===== src/rtl/ep_pkg.sv =====
// Package with register map, field layouts and constants of the enhanced PWM
package ep_pkg;

    // ************************************************************
    // Register byte offsets
    // ************************************************************
    localparam logic [7:0] OFS_CTL  = 8'h00;
    localparam logic [7:0] OFS_DUTY = 8'h04;
    localparam logic [7:0] OFS_SD   = 8'h08;
    localparam logic [7:0] OFS_DB   = 8'h0c;
    localparam logic [7:0] OFS_PER  = 8'h10;
    localparam logic [7:0] OFS_TBC  = 8'h14;
    localparam logic [7:0] OFS_FLG  = 8'h18;
    localparam logic [7:0] OFS_DIR  = 8'h1c;
    localparam logic [7:0] OFS_CMP  = 8'h20;
    localparam logic [7:0] OFS_TMR  = 8'h24;

    // ************************************************************
    // Reset values and codes
    // ************************************************************
    localparam logic [7:0] RST_BYTE  = 8'h00;
    localparam logic [1:0] RST_DIR   = 2'h3;
    localparam logic [1:0] MODE_HALF = 2'h2;
    localparam logic [1:0] PWM_SEL   = 2'h3;
    localparam logic [1:0] PS_1      = 2'h0;
    localparam logic [1:0] PS_4      = 2'h1;
    localparam logic [3:0] PS1_MAX   = 4'h0;
    localparam logic [3:0] PS4_MAX   = 4'h3;
    localparam logic [3:0] PS16_MAX  = 4'hf;
    localparam logic [1:0] Q_LAST    = 2'h3;
    localparam logic [8:0] OSC_PER_TCY = 9'h004;

    // ************************************************************
    // Carriers
    // ************************************************************
    typedef struct packed {
        logic [1:0] mode;
        logic [1:0] duty_lo;
        logic [3:0] pol;
    } ep_ctl_t;

    typedef struct packed {
        logic       status;
        logic [2:0] src;
        logic [1:0] st_a;
        logic [1:0] st_b;
    } ep_sd_t;

    typedef struct packed {
        logic       restart;
        logic [6:0] count;
    } ep_db_t;

    typedef struct packed {
        logic out;
        logic oe;
    } ep_pin_t;

endpackage


===== src/rtl/ep_pwm_top.sv =====
// Enhanced PWM with half-bridge, dead band and auto-shutdown behind APB
//
// Chosen here: the register addresses and the APB register port.
`timescale 1ns/100ps

module ep_pwm_top
    import ep_pkg::*;
(
    input  wire logic        pclk,
    input  wire logic        presetn,
    input  wire logic        psel,
    input  wire logic        penable,
    input  wire logic        pwrite,
    input  wire logic [7:0]  paddr,
    input  wire logic [31:0] pwdata,
    output logic [31:0]      prdata,
    output logic             pready,
    output logic             pslverr,
    input  wire logic        int_pin_n,
    input  wire logic        comp_out,
    input  wire logic        sec_timer_tick,
    input  wire logic        sleep,
    output ep_pin_t          output_pin_a,
    output ep_pin_t          output_pin_b
);

    // ************************************************************
    // Registers
    // ************************************************************
    ep_ctl_t     ctl_reg;
    logic [7:0]  duty_hi_reg;
    ep_sd_t      sd_reg;
    ep_db_t      db_reg;
    logic [7:0]  period_reg;
    logic        run_reg;
    logic [1:0]  presc_reg;
    logic        flag_reg;
    logic [1:0]  dir_reg;
    logic        comparator_sync_enable_reg;
    logic [3:0]  pre_reg;
    logic [1:0]  q_reg;
    logic [7:0]  tmr_reg;
    logic [9:0]  duty_lat_reg;
    logic        run_ok_reg;
    logic [1:0]  int_s1_reg;
    logic [1:0]  cmp_s1_reg;
    logic        int_s2_reg;
    logic        cmp_s2_reg;
    logic        cmp_lat_reg;
    logic [31:0] prdata_reg;
    logic        pready_reg;
    logic        pslverr_reg;
    logic [8:0]  db_cnt_reg [2];
    ep_pin_t     pin_reg [2];
    logic        wr_en;
    logic        rd_setup;
    logic [31:0] rd_data;
    logic        rd_err;
    logic        owned;
    logic        half;
    logic        tick;
    logic        period_end;
    logic [3:0]  pre_max;
    logic        pwm;
    logic        comp_eff;
    logic        cond;
    logic        wr_sd;
    logic [8:0]  db_target;
    logic [1:0]  raw;
    logic [1:0]  act;
    logic [1:0]  pol_lo;
    logic [1:0]  sd_state [2];
    logic [1:0]  pin_used;
    // ************************************************************
    // APB slave
    // ************************************************************
    // Read data is staged in the setup phase so no wait state is needed
    assign wr_en    = psel && penable && pwrite;
    assign rd_setup = psel && !penable;
    assign wr_sd    = wr_en && (paddr == OFS_SD);
    always_comb begin
        rd_data = '0;
        rd_err  = 1'b0;
        case (paddr)
            OFS_CTL:  rd_data[7:0] = ctl_reg;
            OFS_DUTY: rd_data[7:0] = duty_hi_reg;
            OFS_SD:   rd_data[7:0] = sd_reg;
            OFS_DB:   rd_data[7:0] = db_reg;
            OFS_PER:  rd_data[7:0] = period_reg;
            OFS_TBC:  rd_data[2:0] = {run_reg, presc_reg};
            OFS_FLG:  rd_data[0]   = flag_reg;
            OFS_DIR:  rd_data[1:0] = dir_reg;
            OFS_CMP:  rd_data[0]   = comparator_sync_enable_reg;
            OFS_TMR:  rd_data[7:0] = tmr_reg;
            default:  rd_err       = 1'b1;
        endcase
    end

    always_ff @(posedge pclk or negedge presetn) begin
        if (!presetn) begin
            prdata_reg  <= '0;
            pready_reg  <= 1'b0;
            pslverr_reg <= 1'b0;
        end else begin
            pready_reg <= 1'b1;
            if (rd_setup) begin
                prdata_reg  <= pwrite ? '0 : rd_data;
                pslverr_reg <= rd_err;
            end
        end
    end

    assign prdata  = prdata_reg;
    assign pready  = pready_reg;
    assign pslverr = pslverr_reg;
    // Plain configuration registers
    always_ff @(posedge pclk or negedge presetn) begin
        if (!presetn) begin
            ctl_reg     <= RST_BYTE;
            duty_hi_reg <= RST_BYTE;
            db_reg      <= RST_BYTE;
            period_reg  <= RST_BYTE;
            run_reg     <= 1'b0;
            presc_reg   <= PS_1;
            dir_reg     <= RST_DIR;
            comparator_sync_enable_reg  <= 1'b0;
        end else if (wr_en) begin
            case (paddr)
                OFS_CTL:  ctl_reg     <= pwdata[7:0];
                OFS_DUTY: duty_hi_reg <= pwdata[7:0];
                OFS_DB:   db_reg      <= pwdata[7:0];
                OFS_PER:  period_reg  <= pwdata[7:0];
                OFS_TBC:  {run_reg, presc_reg} <= pwdata[2:0];
                OFS_DIR:  dir_reg     <= pwdata[1:0];
                OFS_CMP:  comparator_sync_enable_reg  <= pwdata[0];
                default:  ;
            endcase
        end
    end

    // ************************************************************
    // Time base
    // ************************************************************
    always_comb begin
        case (presc_reg)
            PS_1:    pre_max = PS1_MAX;
            PS_4:    pre_max = PS4_MAX;
            default: pre_max = PS16_MAX;
        endcase
    end
    // The two fine bits make the 10-bit base at prescaled-tick resolution
    assign tick       = run_reg && !sleep && (pre_reg == pre_max);
    assign period_end = tick && (q_reg == Q_LAST) && (tmr_reg == period_reg);
    always_ff @(posedge pclk or negedge presetn) begin
        if (!presetn) begin
            pre_reg <= '0;
            q_reg   <= '0;
            tmr_reg <= '0;
        end else if (run_reg && !sleep) begin
            pre_reg <= tick ? '0 : pre_reg + 4'h1;
            if (tick) begin
                q_reg <= q_reg + 2'h1;
                if (q_reg == Q_LAST) begin
                    tmr_reg <= period_end ? '0 : tmr_reg + 8'h1;
                end
            end
        end
    end
    // Duty is double buffered so a write mid-period cannot glitch
    always_ff @(posedge pclk or negedge presetn) begin
        if (!presetn) begin
            duty_lat_reg <= '0;
        end else if (period_end) begin
            duty_lat_reg <= {duty_hi_reg, ctl_reg.duty_lo};
        end
    end
    // Match flag: a period end beats a clearing write
    always_ff @(posedge pclk or negedge presetn) begin
        if (!presetn) begin
            flag_reg <= 1'b0;
        end else if (period_end) begin
            flag_reg <= 1'b1;
        end else if (wr_en && (paddr == OFS_FLG)) begin
            flag_reg <= pwdata[0];
        end
    end

    assign pwm = ({tmr_reg, q_reg} < duty_lat_reg);
    // ************************************************************
    // Shutdown sources
    // ************************************************************
    always_ff @(posedge pclk or negedge presetn) begin
        if (!presetn) begin
            int_s1_reg <= '1;
            int_s2_reg <= 1'b1;
            cmp_s1_reg <= '0;
            cmp_s2_reg <= 1'b0;
            cmp_lat_reg <= 1'b0;
        end else begin
            int_s1_reg <= {int_s1_reg[0], int_pin_n};
            cmp_s1_reg <= {cmp_s1_reg[0], comp_out};
            int_s2_reg <= int_s1_reg[1];
            cmp_s2_reg <= cmp_s1_reg[1];
            if (sec_timer_tick) begin
                cmp_lat_reg <= cmp_s2_reg;
            end
        end
    end

    assign comp_eff = comparator_sync_enable_reg ? cmp_lat_reg : cmp_s2_reg;
    // Level sensitive, so the condition holds as long as the source does; with sync on, the comparator holds until the next sec_timer_tick
    assign cond = (sd_reg.src[0] && comp_eff) || (sd_reg.src[2] && !int_s2_reg);
    // Status bit: a live condition wins over a write except during sleep
    always_ff @(posedge pclk or negedge presetn) begin
        if (!presetn) begin
            sd_reg <= RST_BYTE;
        end else begin
            if (wr_sd) begin
                sd_reg.src  <= pwdata[6:4];
                sd_reg.st_a <= pwdata[3:2];
                sd_reg.st_b <= pwdata[1:0];
            end
            if (cond && !sleep) begin
                sd_reg.status <= 1'b1;
            end else if (wr_sd) begin
                sd_reg.status <= pwdata[7];
            end else if (db_reg.restart && !sleep) begin
                sd_reg.status <= 1'b0;
            end
        end
    end

    // ************************************************************
    // Output path
    // ************************************************************
    assign owned = (ctl_reg.pol[3:2] == PWM_SEL);
    assign half  = (ctl_reg.mode == MODE_HALF);
    // Waveform waits for the next period end after enable or restart
    always_ff @(posedge pclk or negedge presetn) begin
        if (!presetn) begin
            run_ok_reg <= 1'b0;
        end else if (!owned || sd_reg.status) begin
            run_ok_reg <= 1'b0;
        end else if (period_end) begin
            run_ok_reg <= 1'b1;
        end
    end

    assign raw[0]    = run_ok_reg && pwm;
    assign raw[1]    = run_ok_reg && !pwm && half;
    assign db_target = half ? 9'(db_reg.count) * OSC_PER_TCY : '0;
    assign pol_lo    = {ctl_reg.pol[0], ctl_reg.pol[1]};
    assign sd_state[0] = sd_reg.st_a;
    assign sd_state[1] = sd_reg.st_b;
    // Pin B is left to its port function in single mode
    assign pin_used  = {half, 1'b1};
    for (genvar i = 0; i < 2; i++) begin : g_out
        // Counter restarts whenever the scheduled level goes inactive
        always_ff @(posedge pclk or negedge presetn) begin
            if (!presetn) begin
                db_cnt_reg[i] <= '0;
            end else if (!sleep) begin
                if (!raw[i]) begin
                    db_cnt_reg[i] <= '0;
                end else if (db_cnt_reg[i] < db_target) begin
                    db_cnt_reg[i] <= db_cnt_reg[i] + 9'h001;
                end
            end
        end

        // Short active phase never reaches the target, output stays off
        assign act[i] = raw[i] && (db_cnt_reg[i] >= db_target);
        always_ff @(posedge pclk or negedge presetn) begin
            if (!presetn) begin
                pin_reg[i] <= '0;
            end else if (!sleep) begin
                pin_reg[i].oe <= owned && pin_used[i] && !dir_reg[i]
                    && !(sd_reg.status && sd_state[i][1]);
                if (sd_reg.status) begin
                    pin_reg[i].out <= sd_state[i][0];
                end else begin
                    pin_reg[i].out <= act[i] ^ pol_lo[i];
                end
            end
        end
    end

    assign output_pin_a = pin_reg[0];
    assign output_pin_b = pin_reg[1];
    // ************************************************************
    // Assertions
    // ************************************************************
    a_sd_set_cond: assert property (
        @(posedge pclk) disable iff (!presetn)
        cond && !sleep |=> sd_reg.status ##1 (sd_reg.status || !cond))
        else $error("shutdown status not set by condition");

    a_sd_write_block: assert property (
        @(posedge pclk) disable iff (!presetn)
        cond && !sleep && wr_sd && !pwdata[7] |=> sd_reg.status)
        else $error("status write accepted during shutdown");

    a_fw_event: assert property (
        @(posedge pclk) disable iff (!presetn)
        wr_sd && pwdata[7] |=> sd_reg.status ##1 !run_ok_reg)
        else $error("firmware shutdown not taken");

    a_auto_restart: assert property (
        @(posedge pclk) disable iff (!presetn)
        sd_reg.status && db_reg.restart && !cond && !sleep && !wr_sd
        |=> !sd_reg.status)
        else $error("auto restart did not clear status");

    a_sd_hold: assert property (
        @(posedge pclk) disable iff (!presetn)
        sd_reg.status && !db_reg.restart && !wr_sd |=> sd_reg.status)
        else $error("status cleared without firmware");

    a_sd_pin_state: assert property (
        @(posedge pclk) disable iff (!presetn)
        sd_reg.status && !sleep |=> output_pin_a.out == $past(sd_reg.st_a[0])
        && (!output_pin_a.oe || !$past(sd_reg.st_a[1])))
        else $error("pin A not in shutdown state");

    a_resume_edge: assert property (
        @(posedge pclk) disable iff (!presetn)
        $rose(run_ok_reg) |-> $past(period_end) && !$past(sd_reg.status))
        else $error("waveform started off a period boundary");

    a_no_overlap: assert property (
        @(posedge pclk) disable iff (!presetn)
        half && db_reg.count != '0 |-> !(act[0] && act[1]))
        else $error("both half-bridge outputs active");

    a_fall_undelayed: assert property (
        @(posedge pclk) disable iff (!presetn)
        $fell(raw[0]) && !sleep && !sd_reg.status |=> output_pin_a.out == $past(ctl_reg.pol[1]))
        else $error("active-to-inactive edge delayed");
    a_dead_band: assert property (
        @(posedge pclk) disable iff (!presetn)
        $rose(act[1]) && $stable(db_target) && !$past(sleep) |-> db_cnt_reg[1] == db_target)
        else $error("dead band count wrong");

    a_polarity: assert property (
        @(posedge pclk) disable iff (!presetn)
        !sd_reg.status && !sleep |=> output_pin_a.out
        == ($past(act[0]) ^ $past(ctl_reg.pol[1])))
        else $error("pin A polarity wrong");

    a_release: assert property (
        @(posedge pclk) disable iff (!presetn)
        ctl_reg == RST_BYTE && !sleep |=> !output_pin_a.oe && !output_pin_b.oe)
        else $error("pins driven with control cleared");

    a_dir_input: assert property (
        @(posedge pclk) disable iff (!presetn)
        dir_reg[0] && !sleep |=> !output_pin_a.oe)
        else $error("pin A driven while input");

    a_single_b: assert property (
        @(posedge pclk) disable iff (!presetn)
        !half && !sleep |=> !output_pin_b.oe)
        else $error("pin B driven in single mode");

    a_sleep_freeze: assert property (
        @(posedge pclk) disable iff (!presetn)
        sleep |=> $stable(tmr_reg) && $stable(q_reg) && $stable(output_pin_a))
        else $error("state changed during sleep");

endmodule


===== config.mk =====
export PLATFORM = sky130hd
export DESIGN_NAME = ep_pwm_top
export DESIGN_NICKNAME = d
export VERILOG_FILES = /design/src/rtl/ep_pkg.sv /design/src/rtl/ep_pwm_top.sv
export SDC_FILE = /design/constraint.sdc
export NUM_CORES = 1
export LEC_CHECK = 0
export ABC_AREA = 1
export BUFFER_PORTS_ARGS = -buffer_cell sky130_fd_sc_hd__buf_2
export CAP_MARGIN = 25
export CELL_PAD_IN_SITES_DETAIL_PLACEMENT = 1
export CELL_PAD_IN_SITES_GLOBAL_PLACEMENT = 2
export CORE_ASPECT_RATIO = 0.75
export CORE_MARGIN = 2
export CORE_UTILIZATION = 37
export CTS_CLUSTER_DIAMETER = 100
export DETAILED_ROUTE_END_ITERATION = 10
export PLACE_DENSITY = 0.84
export SLEW_MARGIN = 0
export SYNTH_ARGS = -nofsm -noshare
export SYNTH_HDL_FRONTEND = slang
export SYNTH_SLANG_ARGS = --single-unit

===== constraint.sdc =====
create_clock -name pclk -period 3.5 [get_ports pclk]
set_input_delay 0.35 -clock pclk [delete_from_list [all_inputs] [get_ports pclk]]
set_output_delay 0.35 -clock pclk [all_outputs]
set_load 0.005 [all_outputs]

==> results of run 1 <==
routing by layer:
| metal | track usage (%) | part of all wire [%] | up-vias |
|---|---|---|---|
| met5 | 0 | 0 | - |
| met4 | 5.19 | 1.4 | 0 |
| met3 | 3.90 | 3.5 | 20 |
| met2 | 32.1 | 44 | 82 |
| met1 | 30.1 | 52 | 2592 |
| li1 | - | - | 2565 |
power groups by stage:
stage,Clock [mW],Sequential (mW),Combinational [mW]
2_1_floorplan,0,1.35,0.0961
3_5_place_dp,0,1.36,0.157
6_report,1.05,1.33,0.155
3_3_place_gp,0,1.35,0.150
4_1_cts,1.07,1.33,0.158
5_1_grt,1.12,1.34,0.177
Yosys cell counts (all sizes together), types with 3 or more instances:
master	n	share of area, %
o21ai	96	8.2
xnor2	9	1.3
o22ai	3	0.30
buf	33	4.0
a31oi	3	0.30
nand3b	4	0.48
a21oi	17	1.5
inv	89	5.3
nand2	243	15
nand3	44	4.1
dfstp	5	2.1
clkbuf	3	0.18
nor3	6	0.48
dfrtp	106	42
xor2	13	1.8
nand4	11	1.1
o211ai	3	0.36
ha	30	6.0
nor2	51	3.7
or2	4	0.40
placed cells by master (no fill, tap or decap), types with 2 or more instances in the layout:
cell type | Yosys | routed
sky130_fd_sc_hd__a21o_1 | 2 | 2
sky130_fd_sc_hd__a21oi_1 | 16 | 16
sky130_fd_sc_hd__a31oi_1 | 3 | 3
sky130_fd_sc_hd__buf_2 | 4 | 37
sky130_fd_sc_hd__buf_4 | 25 | 4
sky130_fd_sc_hd__clkbuf_16 | 0 | 9
sky130_fd_sc_hd__clkinv_2 | 1 | 2
sky130_fd_sc_hd__clkinv_4 | 1 | 2
sky130_fd_sc_hd__conb_1 | 2 | 25
sky130_fd_sc_hd__dfrtp_1 | 106 | 106
sky130_fd_sc_hd__dfstp_2 | 5 | 5
sky130_fd_sc_hd__ha_1 | 30 | 30
sky130_fd_sc_hd__inv_1 | 87 | 87
sky130_fd_sc_hd__inv_2 | 2 | 2
sky130_fd_sc_hd__inv_6 | 0 | 3
sky130_fd_sc_hd__nand2_1 | 239 | 239
sky130_fd_sc_hd__nand2_2 | 2 | 2
sky130_fd_sc_hd__nand2_4 | 2 | 2
sky130_fd_sc_hd__nand3_1 | 40 | 40
sky130_fd_sc_hd__nand3_2 | 2 | 2
sky130_fd_sc_hd__nand3_4 | 2 | 2
sky130_fd_sc_hd__nand3b_1 | 4 | 4
sky130_fd_sc_hd__nand4_1 | 11 | 11
sky130_fd_sc_hd__nor2_1 | 43 | 43
sky130_fd_sc_hd__nor2_2 | 5 | 5
sky130_fd_sc_hd__nor2_4 | 2 | 2
sky130_fd_sc_hd__nor3_1 | 6 | 6
sky130_fd_sc_hd__nor4_1 | 2 | 2
sky130_fd_sc_hd__o211ai_1 | 3 | 3
sky130_fd_sc_hd__o21ai_0 | 73 | 73
sky130_fd_sc_hd__o21ai_1 | 14 | 14
sky130_fd_sc_hd__o21ai_2 | 9 | 9
sky130_fd_sc_hd__o22ai_1 | 3 | 3
sky130_fd_sc_hd__o31ai_1 | 2 | 2
sky130_fd_sc_hd__or2_2 | 4 | 4
sky130_fd_sc_hd__xnor2_1 | 9 | 9
sky130_fd_sc_hd__xor2_1 | 13 | 13
final cells by class:
cell class                 instances  area, um2  area share (%)
multi-input combinational        572       2980            43.3
sequential                       111       2780            40.4
inverter                          91        348            5.05
tap                              215        269            3.91
clock buffer                      10        239            3.47
timing repair buffer              41        215            3.12
clock inverter                     6       51.3           0.745
through the flow:
stage / power, mW / instance area [um2] / utilization [%]
6_report: 2.53 / 6890 / 41.2
3_5_place_dp: 1.51 / 6600 / 39.4
4_1_cts: 2.56 / 6890 / 41.2
2_1_floorplan: 1.45 / 6380 / -
3_3_place_gp: 1.50 / 6600 / 39.4
5_1_grt: 2.63 / 6890 / 41.2
cells by family after synthesis:
family | synth area share [%]
adder cells (fa/ha/maj) | 5.97
AO/OA/AOI/OAI | 11.4
XOR/XNOR | 3.06
AND/OR/NAND/NOR | 25.5
buffers and inverters | 9.73
flip-flops | 44.3
other | 0.119
critical path, delay by kind of cell (launching register included):
kind | cells | cell delay (ns)
fa+ha+maj | 1 | 0.33
flops | 1 | 0.44
compound gates | 2 | 0.26
simple gates | 7 | 1.44
worst paths after layout:
path	startpoint	end	slack, ns	cells past startpoint
setup / recovery	tmr_reg[7]	db_cnt_reg[11]	0.92	10
hold / removal	presetn	db_cnt_reg[14]	0.04	1
setup reg to reg	tmr_reg[7]	db_cnt_reg[11]	0.92	10
hold reg to reg	cmp_s1_reg[0]	cmp_s1_reg[1]	0.36	0
max in group asynchronous	presetn	prdata[5]	2.61	2
min in group pclk	int_pin_n	int_s1_reg[0]	0.07	1
==> PnR_summary.wiki, run 1 <==
{| class="wikitable"
! Metric !! Value
|-
| Largest vdd supply drop || between 200 and 300 uV
|-
| Actual slew at the worst max-slew pin || 0.809 ns
|-
| Post-route antenna net violation count || 0
|-
| Yosys warning total || 0
|-
| Setup slack after layout || 0.917 ns
|-
| Per-cell via count in the routed design || between 5 and 6
|-
| Count of flip-flops with a built-in enable after synthesis || 0
|-
| Place WS || around 0.95 ns
|-
| Switch Pwr || 0.664 mW
|-
| Post-synthesis instance total || 787
|-
| Detailed-router iteration count before antenna repair || 4
|-
| Clock Root Buffer || sky130_fd_sc_hd__clkbuf_16
|-
| Share of post-route cells with drive strength above 1 || about 12%
|-
| Cells after DPL || ~1000
|-
| Overall die height || approximately 120 um
|-
| Synthesis-to-layout area growth || 9.49%
|-
| Overall overflow remaining after global route || 0
|-
| Hold_buf cts || 0
|-
| Flip-flop cell with the highest count after synthesis || sky130_fd_sc_hd__dfrtp_1
|-
| Number of buffers on the longest clock path || 2
|-
| Die Span X || ~150 um
|-
| Share of the cycle needed by the critical path after routing || 73.8%
|-
| Yosys cell types || 43
|-
| Largest register FFs || 18
|-
| Initial antenna violation count || 0
|-
| Leak Pwr || approximately 3.4 nW
|-
| Number of filler instances in the final layout || 2084
|-
| Overall track demand over capacity in global routing || 20.7%
|-
| Number of levels in the clock H-tree || 3
|-
| Number of clock buffers inserted by TritonCTS || 9
|-
| Layout net count || 905
|-
| Max Clock Skew || 0.0118 ns
|-
| Hold Vio Cnt, Final || 0
|-
| Max transition margin || 45.9%
|-
| Final hold slack || ~0.036 ns
|-
| Number of sinks handled by clock tree synthesis || 111
|-
| Power share of the combinational group || 6.1%
|-
| Setup TNS || 0 ns
|-
| Non-filler cells in the finished layout || 1046
|-
| Count of state elements after synthesis || 111
|-
| Tightest Hold Check Type || primary input to async pin
|-
| Run status || finished clean
|-
| Worst path cell trace || ha_1 -> a21o_1 -> nor2_1 -> nand2_1 -> nor2_1 -> nand2_2 -> nand2_2 -> nand2_1 -> nand3_1 -> o21ai_2
|-
| Peak clock frequency supported by timing || 0.387 GHz
|-
| Placeable core area || 16700 um2
|-
| Power density over cell area || 368 nW/um2
|-
| Clock Power Share || 41.3%
|-
| Wire per inst || 17.0 um
|-
| Reg power frac || between 50 and 60%
|-
| Boundary Pins || between 80 and 90
|-
| Internal Dissipation || 1.87 mW
|-
| First-pass GRT wire length || between 20000 and 30000 um
|-
| Minimum period implied by the final worst setup slack || 2.58 ns
|-
| Maximum fanout along the worst path || 11
|-
| Total number of vias || 5259
|-
| Count of endpoints failing setup in the final report || 0
|-
| Critical path type || register to register
|-
| Wirelength, routed || 17800 um
|-
| Cell type of the slowest stage on the worst timing path || sky130_fd_sc_hd__dfrtp_1
|-
| Setup Buffers After CTS || 0
|-
| Max-Cap Viols || 0
|-
| Mapped Area || 6290 um2
|-
| Site row count || 41
|-
| Max stage delay on crit path || 0.44 ns
|-
| Detailed placement HPWL || roughly 14000 um
|-
| Capturing element type of the critical path || register
|-
| Resized Gates After CTS || 0
|-
| Clock transition time at the flip-flop clock pins of the worst setup and hold paths || 0.08 ns
|-
| Fin. max-slew vios || 0
|-
| CP arrival || 2.83 ns
|-
| Clk_lat worst skew || 0.37 ns
|-
| Syn avg cell area || 7.99 um2
|-
| Unrepaired setup endpoints after global routing || false
|-
| Total DRC errors in the routed layout || 0
|-
| Async set or reset register ratio after synthesis || 100%
|-
| CTS tree || built
|-
| Count of routing violations after the opening detailed-route iteration || between 200 and 300
|-
| Diode insertion count for antenna repair || 0
|-
| Starting density of the core || 37.6%
|-
| Vias in the first global route || 5422
|-
| Crit start category || register
|-
| Overall die area || around 18000 um2
|-
| Share of the yosys chip area belonging to registers || 44.3%
|-
| Share of total power consumed by net switching || 26.2%
|-
| Port Buf Inserts || 38
|-
| Data required time of the critical path || 3.75 ns
|-
| RD Place Congestion || 0.862
|-
| Maximum number of pins on one net before global-route repair || 56
|}
Note: power is estimated with default switching activity, not from simulation.
==> run 2: changes to the inputs <==
--- a/config.mk
+++ b/config.mk
@@ -12,10 +12,10 @@
 export CELL_PAD_IN_SITES_GLOBAL_PLACEMENT = 2
 export CORE_ASPECT_RATIO = 0.75
 export CORE_MARGIN = 2
-export CORE_UTILIZATION = 37
+export CORE_UTILIZATION = 31
 export CTS_CLUSTER_DIAMETER = 100
 export DETAILED_ROUTE_END_ITERATION = 10
-export PLACE_DENSITY = 0.84
+export PLACE_DENSITY = 0.75
 export SLEW_MARGIN = 0
 export SYNTH_ARGS = -nofsm -noshare
 export SYNTH_HDL_FRONTEND = slang
==> constraint.sdc (replaced) <==
create_clock -name pclk -period 2.3 [get_ports pclk]
set_input_delay 0.23 -clock pclk [delete_from_list [all_inputs] [get_ports pclk]]
set_output_delay 0.23 -clock pclk [all_outputs]
set_load 0.005 [all_outputs]
==> PnR_summary.wiki, run 2 (same netlist as run 1, synthesis figures left out) <==
{| class="wikitable"
! Metric !! Value
|-
| Run status || finished clean
|-
| Worst reg2reg path endpoint || db_cnt_reg[16]
|-
| CP arrival || 2.36 ns (-0.47 ns)
|-
| Non-filler cells in the finished layout || 1110 (+6.1%)
|-
| Placeable core area || 20000 um2 (+20%)
|-
| Port Buf Inserts || 38 (unchanged)
|-
| Overall die area || 21500 um2 (+19%)
|-
| Site row count || 45 (+9.8%)
|-
| Cells after DPL || 1091 (+5.9%)
|-
| Worst r2r src || ctl_reg[7]
|-
| Maximum fanout along the worst path || 7 (-4)
|-
| Clock transition time at the flip-flop clock pins of the worst setup and hold paths || 0.09 ns (about the same)
|-
| Wire per inst || 16.1 um (-5.0%)
|-
| Data required time of the critical path || 2.55 ns (-1.20 ns)
|-
| RD Place Congestion || 0.807 (-6.3%)
|-
| Number of buffers on the longest clock path || 2 (unchanged)
|-
| Crit start category || register
|-
| Total number of vias || 5164 (-1.8%)
|-
| Most frequent standard cell in the layout excluding fill and tap cells || sky130_fd_sc_hd__nand2_1
|-
| Diode insertion count for antenna repair || 0 (unchanged)
|-
| Overall die height || 127 um (+8.9%)
|-
| Buffers & Inverters on Critical Path || 2 (+2)
|-
| Largest register FFs || 18 (unchanged)
|-
| Detailed-router iteration count before antenna repair || 5 (+1)
|-
| CTS tree || built
|-
| Highest metal used || met4
|-
| Max Clock Skew || 0.0118 ns (+0.0000540 ns)
|-
| Max stage delay on crit path || 0.35 ns (-0.09 ns)
|-
| Maximum number of pins on one net before global-route repair || 42 (-25%)
|-
| Actual slew at the worst max-slew pin || 0.556 ns (-0.253 ns)
|-
| Layout net count || 926 (+2.3%)
|-
| Largest vdd supply drop || 375 uV (+26%)
|-
| Setup TNS || 0 ns (unchanged)
|-
| Setup Buffers After CTS || 0 (unchanged)
|-
| Die Span X || 168 um (+9.0%)
|-
| Capturing element type of the critical path || register
|-
| Critical path type || register to register
|-
| Initial antenna violation count || 0 (unchanged)
|-
| Detailed placement HPWL || 14000 um (+2.4%)
|-
| Worst r2r path cells || 13 (+3)
|-
| Fin. max-slew vios || 0 (unchanged)
|-
| Overall track demand over capacity in global routing || 17.8% (-2.9 points)
|-
| Crit path top cell by count || sky130_fd_sc_hd__nand2_1
|-
| Met3 wire length || 617 um (-1.1%)
|-
| Number of sinks handled by clock tree synthesis || 111 (unchanged)
|-
| Total DRC errors in the routed layout || 0 (unchanged)
|-
| Hold Crit Depth || 2
|-
| Count of endpoints failing setup in the final report || 0 (unchanged)
|-
| Number of clock buffers inserted by TritonCTS || 9 (unchanged)
|-
| Wirelength, routed || 17900 um (+0.82%)
|-
| Routed metal-1 wire length || 10000 um (+9.6%)
|-
| Max transition margin || 62.0% (+16 points)
|-
| Clock Root Buffer || sky130_fd_sc_hd__clkbuf_16
|-
| Clk_lat worst skew || 0.37 ns (about the same)
|-
| Boundary Pins || 87 (unchanged)
|-
| Max-Cap Viols || 0 (unchanged)
|-
| Peak clock frequency supported by timing || 0.473 GHz (+22%)
|-
| Starting density of the core || 31.4% (-6.2 points)
|-
| Count of routing violations after the opening detailed-route iteration || 263 (-2.6%)
|-
| Unrepaired setup endpoints after global routing || false
|-
| Vias in the first global route || 5198 (-4.1%)
|-
| Share of post-route cells with drive strength above 1 || 14.8% (+3.2 points)
|-
| Post-route antenna net violation count || 0 (unchanged)
|-
| Leak Pwr || 3.57 nW (+3.7%)
|-
| Minimum period implied by the final worst setup slack || 2.11 ns (-0.471 ns)
|-
| Worst Min Path Start || sec_timer_tick
|-
| Worst path cell trace || inv_1 -> nor2_4 -> nand2_2 -> ha_1 -> nand2_1 -> nor2_1 -> nand2_1 -> and2_4 -> nand2_1 -> nand2_1 -> buf_4 -> nand3_1 -> nand2_1
|-
| Top library cells by usage in the layout, fill and taps aside || sky130_fd_sc_hd__nand2_1 (234), sky130_fd_sc_hd__dfrtp_1 (106), sky130_fd_sc_hd__inv_1 (87)
|-
| Number of filler instances in the final layout || 2449 (+18%)
|-
| Detailed-routed wire length on met2 || 7100 um (-8.3%)
|-
| Per-cell via count in the routed design || 4.65 (-7.5%)
|-
| Endpoint of the worst hold-timing path || cmp_lat_reg
|-
| CP top delay family || simple AND/OR/NAND/NOR gates
|-
| Cell type of the slowest stage on the worst timing path || sky130_fd_sc_hd__dfrtp_1
|-
| First-pass GRT wire length || 29400 um (+1.1%)
|-
| Overall overflow remaining after global route || 0 (unchanged)
|-
| Share of the cycle needed by the critical path after routing || 91.8% (+18 points)
|-
| Synthesis-to-layout area growth || 15.0%
|-
| Hold Vio Cnt, Final || 0 (unchanged)
|-
| Power density over cell area || 552 nW/um2 (+50%)
|-
| Reg-to-reg slack, setup || 0.19 ns (-0.73 ns)
|-
| Number of levels in the clock H-tree || 3 (unchanged)
|-
| Tightest Hold Check Type || primary input to register
|}
==> run 2: layout make-up <==
type	count	area [um2]	share of cell area (%)
clock buffer	9	225	3.11
clock inverter	7	103	1.42
timing repair buffer	62	409	5.65
inverter	91	348	4.81
sequential	111	2780	38.5
tap	258	323	4.46
multi-input combinational	572	3040	42.1
==> run 2: stage by stage <==
stage / area, um2 / util (%) / total power, mW / setup WS [ns] / hold WS (ns)
floorplan: 6380 / - / 2.20 / 0.373 / -0.0656
CTS: 7170 / 35.8 / 4.05 / 0.119 / 0.0504
detailed placement: 6810 / 34.0 / 2.31 / 0.144 / 0.251
global route: 7240 / 36.1 / 4.17 / 0.00198 / 0.0718
global placement: 6810 / 34.0 / 2.31 / 0.159 / 0.247
finish: 7240 / 36.1 / 4.00 / 0.188 / 0.0601
==> run 2: worst max-delay path by stage <==
stage	slack (ns)	startpoint	endpoint	cells after the start
2_1_floorplan	0.37	ctl_reg[6]	db_cnt_reg[11]	12
3_3_place_gp	0.16	ctl_reg[6]	db_cnt_reg[11]	12
3_5_place_dp	0.14	ctl_reg[6]	db_cnt_reg[11]	12
4_1_cts	0.12	ctl_reg[6]	db_cnt_reg[9]	12
5_1_grt	0.002	ctl_reg[7]	db_cnt_reg[16]	13
6_report	0.19	ctl_reg[7]	db_cnt_reg[16]	13
==> run 2: repair_timing <==
action,4_1_cts,5_1_grt
endpoints found under the hold margin,34,0
setup endpoints to repair,0,17
hold buffers,3,0
resized for setup,0,13
==> run 2: per-layer routing <==
| metal | GRT usage (%) | up-vias |
|---|---|---|
| li1 | - | 2610 |
| met1 | 28.3 | 2477 |
| met2 | 25.1 | 66 |
| met3 | 3.13 | 11 |
| met4 | 3.80 | 0 |
| met5 | 0 | - |
==> run 2: power breakdown <==
group | switching (mW) | internal (mW) | total, mW | leakage [nW]
combinational | 0.168 | 0.0776 | 0.246 | 1.97
sequential | 0.0353 | 1.99 | 2.03 | 1.44
clock | 0.838 | 0.887 | 1.72 | 0.160
total | 1.04 | 2.96 | 4.00 | 3.57
